`src/hw/tps_pkg.sv`:
```
// Purpose : Shared constants and types for the timer prescaler block
// Assumes : One 200 MHz peripheral clock, APB register access
// Notes   : All offsets are byte addresses on a 32-bit data bus
package tps_pkg;

	// ****************************************************************
	// Sizes
	// ****************************************************************
	localparam int unsigned NUM_SRC  = 4;
	localparam int unsigned FIELD_W  = 4;
	localparam int unsigned CNT_W    = 15;
	localparam int unsigned NUM_CH   = 16;
	localparam int unsigned SEL_W    = 2;
	localparam int unsigned ADDR_W   = 12;
	localparam int unsigned REG_W    = 16;

	// ****************************************************************
	// Register map
	// ****************************************************************
	localparam logic [11:0] PCS_OFFSET   = 12'h240;
	localparam logic [11:0] GUARD_OFFSET = 12'h244;
	localparam logic [15:0] PCS_RESET    = 16'hffff;
	localparam logic [3:0]  GUARD_RESET  = 4'h0;
	localparam logic [14:0] CNT_RESET    = 15'h0000;

	// Field i occupies bits [i*FIELD_POS +: FIELD_W]
	localparam int unsigned FIELD_POS = 4;
	localparam int unsigned FIRST_LSB  = 0;
	localparam int unsigned SECOND_LSB = 4;
	localparam int unsigned THIRD_LSB  = 8;
	localparam int unsigned FOURTH_LSB = 12;

	// ****************************************************************
	// Types and helpers
	// ****************************************************************
	typedef enum logic [1:0]
	{
		ST_IDLE   = 2'b01,
		ST_ACCESS = 2'b10
	} tps_apb_st_t;

	// Low bits that must all be ones for a divide-by-2^f pulse
	function automatic logic [14:0] tps_mask(input logic [3:0] f);
		tps_mask = (15'h0001 << f) - 15'h0001;
	endfunction : tps_mask

endpackage : tps_pkg

```
`src/hw/tps_div_if.sv`:
```
// Purpose : Carries counter and divider fields to the divider, enables back
// Assumes : Both ends sit on the same clock
// Notes   : Purely combinational signals
`timescale 1ns/1ps
`default_nettype none
interface tps_div_if;
	import tps_pkg::*;
	logic [CNT_W-1:0]   cnt;
	logic [REG_W-1:0]   fields;
	logic [NUM_SRC-1:0] en;

	modport ctl (output cnt, output fields, input en);
	modport div (input cnt, input fields, output en);
endinterface : tps_div_if
`default_nettype wire

```
`src/hw/tps_divider.sv`:
```
// Purpose : Turns the free-running count into four divided enables
// Assumes : Counter increments by one every peripheral clock
// Notes   : Output is combinational; the top registers it
`timescale 1ns/1ps
`default_nettype none
module tps_divider
	import tps_pkg::*;
(
	tps_div_if.div bus
);

	// ****************************************************************
	// One decoder per source
	// ****************************************************************
	genvar i;
	generate
		for (i = 0; i < NUM_SRC; i++)
		begin : g_src
			logic [FIELD_W-1:0] f;
			assign f = bus.fields[i*FIELD_POS +: FIELD_W];
			// Field zero passes every clock; otherwise low bits all ones
			assign bus.en[i] = (f == 4'h0) ||
				((bus.cnt & tps_mask(f)) == tps_mask(f));
		end
	endgenerate

endmodule : tps_divider
`default_nettype wire

```
`src/hw/tps_top.sv`:
```
// Purpose : Shared prescaler: four count-clock enables, per-channel pick
// Assumes : APB master on clk_sys_i; channel inputs on the same clock
// Notes   : Divided clocks are one-cycle enables, never real clocks
//
// Behaviour
// - One 16-bit read/write register, four divider fields
// - Bits 15:12 divide fourth clock by 2^field
// - Bits 11:8 divide third clock by 2^field
// - Bits 7:4 divide second clock by 2^field
// - Bits 3:0 divide first clock by 2^field
// - Each channel picks one clock by 2-bit code
//
// Chosen here: the APB interface to the registers.
`timescale 1ns/1ps
`default_nettype none
module tps_top
	import tps_pkg::*;
(
	input  wire logic                    clk_sys_i,
	input  wire logic                    rst_i,
	input  wire logic                    psel_i,
	input  wire logic                    penable_i,
	input  wire logic                    pwrite_i,
	input  wire logic [ADDR_W-1:0]       paddr_i,
	input  wire logic [31:0]             pwdata_i,
	output logic      [31:0]             prdata_o,
	output logic                         pready_o,
	output logic                         pslverr_o,
	input  wire logic [NUM_CH-1:0]       channel_enable_status_i,
	input  wire logic [NUM_CH*SEL_W-1:0] operation_clock_select_i,
	output logic      [NUM_SRC-1:0]      count_clock_en_o,
	output logic      [NUM_CH-1:0]       channel_clock_en_o
);

	// ****************************************************************
	// State
	// ****************************************************************
	tps_apb_st_t        st_reg,     st_next;
	logic [31:0]        rdata_reg,  rdata_next;
	logic               ready_reg,  ready_next;
	logic               err_reg,    err_next;
	logic [REG_W-1:0]   pcs_reg,    pcs_next;
	logic [NUM_SRC-1:0] guard_reg,  guard_next;
	logic [CNT_W-1:0]   cnt_reg,    cnt_next;
	logic [NUM_SRC-1:0] src_en_reg;
	logic [NUM_CH-1:0]  ch_en_reg,  ch_en_next;

	logic               setup;
	logic               wr_acc;
	logic               rd_acc;
	logic               hit_pcs;
	logic               hit_guard;
	logic [NUM_SRC-1:0] src_busy;
	logic [NUM_SRC-1:0] field_chg;

	tps_div_if div_bus ();

	// ****************************************************************
	// Divider
	// ****************************************************************
	assign div_bus.cnt    = cnt_reg;
	assign div_bus.fields = pcs_reg;

	tps_divider u_div
	(
		.bus (div_bus.div)
	);

	// ****************************************************************
	// APB decode
	// ****************************************************************
	// Setup cycle is where the decode is latched for the access phase
	assign setup     = psel_i && !penable_i;
	assign hit_pcs   = (paddr_i == PCS_OFFSET);
	assign hit_guard = (paddr_i == GUARD_OFFSET);
	// Write lands only at the edge where the master sees pready
	assign wr_acc    = psel_i && penable_i && ready_reg && pwrite_i;
	assign rd_acc    = psel_i && penable_i && ready_reg && !pwrite_i;

	// APB handshake: one wait-free access cycle after setup
	always_comb
	begin
		st_next    = st_reg;
		rdata_next = rdata_reg;
		ready_next = 1'b0;
		err_next   = 1'b0;
		case (st_reg)
			ST_IDLE:
			begin
				if (setup)
				begin
					st_next    = ST_ACCESS;
					ready_next = 1'b1;
					err_next   = !(hit_pcs || hit_guard);
					if (hit_pcs)
						rdata_next = {16'h0000, pcs_reg};
					else if (hit_guard)
						rdata_next = {28'h0000000, guard_reg};
					else
						rdata_next = 32'h0000_0000;
				end
			end
			ST_ACCESS:
			begin
				st_next = ST_IDLE;
			end
			default:
			begin
				st_next = ST_IDLE;
			end
		endcase
	end

	always_ff @(posedge clk_sys_i or posedge rst_i)
	begin
		if (rst_i)
		begin
			st_reg    <= ST_IDLE;
			rdata_reg <= 32'h0000_0000;
			ready_reg <= 1'b0;
			err_reg   <= 1'b0;
		end
		else
		begin
			st_reg    <= st_next;
			rdata_reg <= rdata_next;
			ready_reg <= ready_next;
			err_reg   <= err_next;
		end
	end

	// ****************************************************************
	// Prescaler setting and guard flags
	// ****************************************************************
	// A source is busy while any running channel has it selected
	always_comb
	begin
		src_busy = '0;
		for (int m = 0; m < NUM_CH; m++)
		begin
			if (channel_enable_status_i[m])
				src_busy[operation_clock_select_i[m*SEL_W +: SEL_W]] = 1'b1;
		end
	end

	// Guard bit per source: set when a running source is retuned.
	// The divider still obeys the write; the flag only reports misuse.
	always_comb
	begin
		pcs_next   = pcs_reg;
		guard_next = guard_reg;
		field_chg  = '0;
		for (int i = 0; i < NUM_SRC; i++)
		begin
			field_chg[i] = wr_acc && hit_pcs &&
				(pwdata_i[i*FIELD_POS +: FIELD_W] !=
				 pcs_reg[i*FIELD_POS +: FIELD_W]);
		end
		if (wr_acc && hit_pcs)
			pcs_next = pwdata_i[REG_W-1:0];
		// Write one to clear; a new event in the same cycle wins
		if (wr_acc && hit_guard)
			guard_next = guard_reg & ~pwdata_i[NUM_SRC-1:0];
		guard_next = guard_next | (field_chg & src_busy);
	end

	always_ff @(posedge clk_sys_i or posedge rst_i)
	begin
		if (rst_i)
		begin
			pcs_reg   <= PCS_RESET;
			guard_reg <= GUARD_RESET;
		end
		else
		begin
			pcs_reg   <= pcs_next;
			guard_reg <= guard_next;
		end
	end

	// ****************************************************************
	// Free-running counter and enables
	// ****************************************************************
	// Counter never stops, so retuning a field shifts phase only once
	always_comb
	begin
		cnt_next = cnt_reg + 15'h0001;
		for (int m = 0; m < NUM_CH; m++)
		begin
			ch_en_next[m] =
				div_bus.en[operation_clock_select_i[m*SEL_W +: SEL_W]];
		end
	end

	always_ff @(posedge clk_sys_i or posedge rst_i)
	begin
		if (rst_i)
		begin
			cnt_reg    <= CNT_RESET;
			src_en_reg <= '0;
			ch_en_reg  <= '0;
		end
		else
		begin
			cnt_reg    <= cnt_next;
			src_en_reg <= div_bus.en;
			ch_en_reg  <= ch_en_next;
		end
	end

	// ****************************************************************
	// Outputs
	// ****************************************************************
	assign prdata_o           = rdata_reg;
	assign pready_o           = ready_reg;
	assign pslverr_o          = err_reg;
	assign count_clock_en_o   = src_en_reg;
	assign channel_clock_en_o = ch_en_reg;

	genvar g;
	generate
		for (g = 0; g < NUM_CH; g++)
		begin : g_chk

		end
	endgenerate
endmodule : tps_top
`default_nettype wire

```
`config.mk`:
```
export PLATFORM = sky130hd
export DESIGN_NAME = tps_top
export DESIGN_NICKNAME = d
export VERILOG_FILES = /design/src/hw/tps_pkg.sv /design/src/hw/tps_div_if.sv /design/src/hw/tps_divider.sv /design/src/hw/tps_top.sv
export SDC_FILE = /design/constraint.sdc
export NUM_CORES = 1
export LEC_CHECK = 0
export BUFFER_PORTS_ARGS = -buffer_cell sky130_fd_sc_hd__buf_4
export CORE_UTILIZATION = 44
export CTS_CLUSTER_DIAMETER = 60
export DETAILED_ROUTE_END_ITERATION = 12
export HOLD_SLACK_MARGIN = 0.05
export PLACE_DENSITY = 0.73
export SLEW_MARGIN = 15
export SYNTH_ARGS = -nofsm -noshare
export SYNTH_HDL_FRONTEND = slang
export SYNTH_HIERARCHICAL = 1
export SYNTH_SLANG_ARGS = --single-unit
```
`constraint.sdc`:
```
create_clock -name clk_sys_i -period 4.8 [get_ports clk_sys_i]
set_clock_uncertainty 0.1 [all_clocks]
set_input_delay 0.72 -clock clk_sys_i [delete_from_list [all_inputs] [get_ports clk_sys_i]]
set_output_delay 0.72 -clock clk_sys_i [all_outputs]
set_load 0.02 [all_outputs]
```
# After elaboration in Yosys (flattened, before gate mapping)
# Cells that the tools add are included.
[op_classes]
order_cmp = 32
n_shift = 4
n_mux = 89
n_bitwise = 23
n_mul = 0
n_div = 0
add_sub_neg = 5
n_eq_ne = 12
reduce_logical = 38
[op_table]
columns = ["operator", "n"]
rows = [
  ["2-to-1 mux 4 bit", 18],
  ["OR 4 bit", 16],
  ["AND 15 bit", 4],
  ["equality test 15 bit", 4],
  ["<< shifter 1 x 4 -> 15 bit, first input constant", 4],
  ["subtractor 15 x 1 -> 15 bit, second input constant", 4],
  ["less-than comparator 2 x 3 -> 1 bit, second input constant", 16],
  ["2-to-1 mux 1 bit", 36],
  ["binary-select mux 1 bit (select 2 bit)", 16],
  ["demux 1 bit (select 2 bit)", 16],
  [">= comparator 2 x 1 -> 1 bit, second input constant", 16],
  ["logical AND 1 bit", 26],
  ["equality test 12 x 10 -> 1 bit, second input constant", 2],
  ["zero test 4 bit", 4],
  ["2-to-1 mux 16 bit", 1],
  ["!= test 4 bit", 4],
  ["adder 15 x 1 -> 15 bit, second input constant", 1],
  ["AND 4 bit", 2],
  ["logical OR 1 bit", 5],
  ["2-to-1 mux 2 bit", 2],
  ["inverter 4 bit", 1],
  ["equality test 2 x 1 -> 1 bit, second input constant", 1],
  ["zero test 1 bit", 2],
  ["!= test 2 bit, second input constant", 1],
  ["AND reduction 2 bit", 1],
]
[word_totals]
memories = 0
output_inout_bits = 54
mem_bits_ro = 0
latch_bits = 0
wordCells = 212
regBits = 91
inputBits = 97
ramBits = 0

# Longest topological paths before layout
[logic_depth]
depth_word = 37
mapped_depth = 12

# By module
# Netlist, hierarchy kept.
[modules_own_cells]
columns = ["mod", "n_inst", "cells_each", "seq_area_each_um2", "area_per_inst_um2"]
rows = [
  ["tps_top", 1, 331, 1898.1, 3902.5],
  ["tps_divider", 1, 185, 0.0, 1187.4],
]

# Least setup slack after synthesis
# No wires, ideal clock.
[synth_path]
kind = "register -> register"
start = "register pcs_reg[14] (netlist: div_bus.fields[14])"
end = "register ch_en_reg[8] (netlist: channel_clock_en_o[8])"
path_stages_with_launch = 13
t_arrival_ns = 2.722
setup_time_ns = 0.140
n_path_buf = 3
path_slack_ns = 1.837
cell_sequence = "dfstp_2 > bufbuf_8 > nor3_1 > nand2_1 > ha_1 > buf_4 > or3_1 > a211oi_1 > a21oi_1 > o311ai_1 > o21ai_1 > clkbuf_1 > mux4_1"
[synth_via]
elab_chain_cells = 7
elab_cells_between_ends = 8
cone_classes = "1 x add/sub; 1 x eq/ne; 1 x shift; 2 x mux; 1 x bitwise; 2 x reduce/logical"
[synth_rtl]
columns = ["element", "line_no", "source"]
rows = [
  ["from (decl)", "tps_top.sv:42", "logic [REG_W-1:0] pcs_reg, pcs_next;"],
  ["from (signal assigned)", "tps_top.sv:176", "pcs_reg <= pcs_next;"],
  ["<< shifter 1 x 4 -> 15 bit", "tps_pkg.sv:44", "tps_mask = (15'h0001 << f) - 15'h0001;"],
  ["subtractor 15 x 1 -> 15 bit", "tps_pkg.sv:44", ""],
  ["AND 15 bit", "tps_divider.sv:23", "((bus.cnt & tps_mask(f)) == tps_mask(f));"],
  ["equality test 15 bit", "tps_divider.sv:23", ""],
  ["logical OR 1 bit (*)", "tps_divider.sv:22", "assign bus.en[i] = (f == 4'h0) ||"],
  ["net div_bus.en[3]", "tps_div_if.sv:10", "logic [NUM_SRC-1:0] en;"],
  ["binary-select mux 1 bit (select 2 bit) (*)", "tps_top.sv:191", "div_bus.en[operation_clock_select_i[m*SEL_W +: SEL_W]];"],
  ["2-to-1 mux 1 bit (implied by the code) (*)", "tps_top.sv:191", ""],
  ["net ch_en_next[8]", "tps_top.sv:46", "logic [NUM_CH-1:0] ch_en_reg, ch_en_next;"],
  ["to (signal assigned)", "tps_top.sv:207", "ch_en_reg <= ch_en_next;"],
  ["to (decl)", "tps_top.sv:46", ""],
]
# The timed path passes the listed nets; every way through them passes the cells marked *. The select of a mux whose other input is x is not followed.
# A chain may end at the register's enable or synchronous reset.

# Final worst setup path
[layout_path]
start = "register pcs_reg[2] (netlist: div_bus.fields[2])"
end = "register ch_en_reg[8] (netlist: channel_clock_en_o[8])"
# Same word-level chain as after synthesis.

==> summary.md <==
| Metric | Value |
|---|---|
| FMAX | 0.3202 GHz |
| Crit path arrival time | 3.23 ns |
| Worst Max-Slew Pin Slew | 0.9542 ns |
| P per Cell Area | 246.4 nW/um2 |
| Fin. max-slew vios | 0 |
| Die Height | 109.6 um |
| MaxCap Viol Count | 0 |
| Syn Area/Cell | 9.864 um2 |
| Fin worst setup slack | 1.676 ns |
| RSZ-0062 raised after global routing | false |
| Period minus WS final | 3.124 ns |
| CP startpoint kind | register |
| HP Class | input pin to asynchronous set/reset pin |
| Grt ovf | 0 |
| Post-DR wirelength/cell | 18.63 um |
| Fin. Hold Viols | 0 |
| Share of layout cells above drive strength 1 | 0.3183 |
| Total CTS buffers | 9 |
| Area growth syn-to-layout | 22.81% |
| Synth async-reset ratio | 1.000 |
| Top cell type by total area after synthesis | dfrtp_1 |
| # fillers | 970 |
| RD Place Congestion | 0.9236 |
| Post-CTS sizing | 0 |
| Status | complete, no violations |
| H-tree levels | 3 |
| Highest-delay cell along the critical path | dfstp_2 |
| Die width | 109.6 um |
| Global-route wire length before repair | 21780 um |
| Yosys warns | 6 |
| Setup Buffers After CTS | 0 |
| Max clock buf depth | 2 |
| Initial DRC count | 479 |
| Largest net degree at the start of global routing | 42 |
| Hpwl dp | 10200 um |
| Register area share after synthesis | 0.3729 |
| Final nets | 719 |
| Crit Path Class | register to register |
| Vias | 4587 |
| Crit Path Max Fanout | 17 |
| CP max stage delay | 0.73 ns |
| Post-DRT Antenna Nets | 0 |
| Vias per std cell | 6.020 |
| Clk Latency, worst-skew pair | 0.34 ns |
| Core area | 11030 um2 |
| Initial antenna violation count | 0 |
| Worst slew margin | 0.3632 |
| Mapped Area | 5090 um2 |
| Cells after Synth | 516 |
| Clock tree from TritonCTS | built |
| PortBufs | 118 |
| Required time of the critical path | 4.91 ns |
| Placed instance area | 5916 um2 |
| Hold-fix buffers, CTS | 0 |
| Design area | 6251 um2 |
| Total Wirelength | 14200 um |
| FF+latch count, synth | 75 |
| Synth cell types | 71 |
| IR drop worst, VDD | 0.2067 mV |
| Post-synth top flop | dfrtp_1 |
| Final Cycle Share | 0.6507 |
| CP Capture Type | register |
| Tot GR Track Use | 0.2401 |
| Place WS | 1.428 ns |
| Cell leakage power | 2.600 nW |
| Root Driver | clkbuf_16 |
| Post-synth EDFFs | 0 |
| Final core utilization | 0.5667 |
| CTS Sinks | 75 |
| Ports | 151 |
| Final setup viols | 0 |
| Top-area cell type share of the netlist area | 0.2852 |
| Die ar. | 12000 um2 |
| Top cells by area, synth | dfrtp_1, dfstp_2, mux4_2 |
| Critical path cell sequence | nor2_4 -> nand2_1 -> ha_1 -> a21oi_1 -> o311ai_0 -> o31ai_4 -> mux4_1 |
| Worst-path clk slew | 0.06 ns |
| Initial Utilization | 0.4614 |
| # DRC | 0 |
| Row count | 38 |
| First-pass DRT Iterations | 5 |
| Setup TNS | 0 ns |
| Antenna cells | 0 |
| Vias in the first global route | 4256 |
## through the flow
stage | std cells | hold slack [ns] | power, mW
after floorplan | 531 | 0.3727 | 0.7246
after global placement | 746 | 0.3727 | 0.8077
after detailed placement | 746 | 0.3765 | 0.8087
after CTS | 762 | 0.3893 | 1.552
after global routing | 762 | 0.4171 | 1.590
final | 762 | 0.3858 | 1.540
## path summary, 6_finish.rpt
kind,start,end,slack [ns],cells past startpoint
min in group clk_sys_i,prdata_o[1],prdata_o[1],0.39,2
worst max-delay path,div_bus.fields[2],channel_clock_en_o[8],1.68,7
worst max register to register,div_bus.fields[2],channel_clock_en_o[8],1.68,7
worst min-delay path,rst_i,prdata_o[3],0.39,2
worst min register to register,prdata_o[1],prdata_o[1],0.39,2
max in group asynchronous,rst_i,cnt_reg[13],3.20,3
## synthesized netlist by cell type (all sizes together) (2+ instances only)
| cell | n |
|---|---|
| nor4 | 9 |
| inv | 21 |
| a222oi | 2 |
| a22o | 14 |
| a22oi | 2 |
| o32ai | 4 |
| o311ai | 2 |
| a31oi | 6 |
| a311oi | 2 |
| nor3b | 15 |
| o221ai | 4 |
| nand3b | 10 |
| a21boi | 4 |
| or3 | 6 |
| o211ai | 5 |
| xnor2 | 26 |
| mux2i | 5 |
| a31o | 3 |
| xor2 | 6 |
| nor2b | 4 |
| mux2 | 16 |
| nand2b | 3 |
| nor2 | 21 |
| and4 | 4 |
| o22ai | 12 |
| clkbuf | 9 |
| o2bb2ai | 3 |
| nor4b | 3 |
| mux4 | 16 |
| buf | 37 |
| o2111ai | 4 |
| o21ai | 26 |
| dfrtp | 58 |
| dfstp | 17 |
| and3 | 7 |
| a21o | 4 |
| ha | 5 |
| nand2 | 46 |
| nand3 | 21 |
| nor3 | 15 |
| nand4 | 12 |
| a21oi | 13 |
## area by class of cell
type                    instances  area (um2)  area share
clock buffers                  10       239.0     0.03823
well taps                     140       175.2     0.02802
clock inverters                 6       87.58     0.01401
inverters                      21       78.83     0.01261
repair buffers                122       915.9      0.1465
flip-flops and latches         75        1898      0.3036
multi-input cells             388        2856      0.4570
## cells by family (layout without fill, tap and decap cells)
logic type	after synthesis	in the layout	share of synthesized area
simple gates	179	179	0.1969
compound gates	119	119	0.1657
flops	75	75	0.3729
buf+inv	68	159	0.07965
mux	37	37	0.1168
xor+xnor	32	32	0.05506
fa+ha+maj	5	5	0.01229
other cells	1	16	0.0007368
## placed cells by master (no fill, tap or decap), types with 5 or more instances in the layout
| cell | Yosys | routed |
|---|---|---|
| nor3_1 | 15 | 15 |
| nand3b_1 | 10 | 10 |
| dfrtp_1 | 58 | 58 |
| and3_1 | 6 | 6 |
| a21oi_1 | 13 | 13 |
| o21ai_0 | 22 | 22 |
| mux2_2 | 13 | 13 |
| xor2_1 | 6 | 6 |
| nand4_1 | 12 | 12 |
| mux2i_1 | 5 | 5 |
| or3_1 | 5 | 5 |
| conb_1 | 1 | 16 |
| nor2_1 | 18 | 18 |
| o22ai_1 | 12 | 12 |
| clkbuf_16 | 0 | 9 |
| inv_1 | 21 | 20 |
| o211ai_1 | 5 | 5 |
| nor3b_1 | 15 | 15 |
| dfstp_2 | 17 | 17 |
| mux4_2 | 15 | 15 |
| xnor2_1 | 26 | 26 |
| a22o_1 | 13 | 13 |
| ha_1 | 5 | 5 |
| nor4_1 | 7 | 7 |
| a31oi_1 | 6 | 6 |
| buf_4 | 22 | 122 |
| nand3_1 | 21 | 21 |
| nand2_1 | 46 | 46 |
## layer usage
| metal | up-vias | routed length (um) | GRT usage |
|---|---|---|---|
| met5 | - | 0 | 0 |
| met4 | 0 | 281 | 0.1019 |
| li1 | 2118 | - | - |
| met3 | 31 | 1019 | 0.04505 |
| met2 | 212 | 6727 | 0.3832 |
| met1 | 2226 | 6168 | 0.3189 |
## worst max-delay path: cells and delay by family, from the launching register on
family / cells / cell delay (ns)
mux: 1 / 0.56
compound gates: 3 / 1.00
fa+ha+maj: 1 / 0.38
simple gates: 2 / 0.20
flops: 1 / 0.73
## power breakdown
group | internal, mW | switching (mW)
Clock | 0.470 | 0.271
Sequential | 0.636 | 0.000762
Combinational | 0.0737 | 0.0895
Total | 1.18 | 0.361
Power figures use the tool's default switching activity.
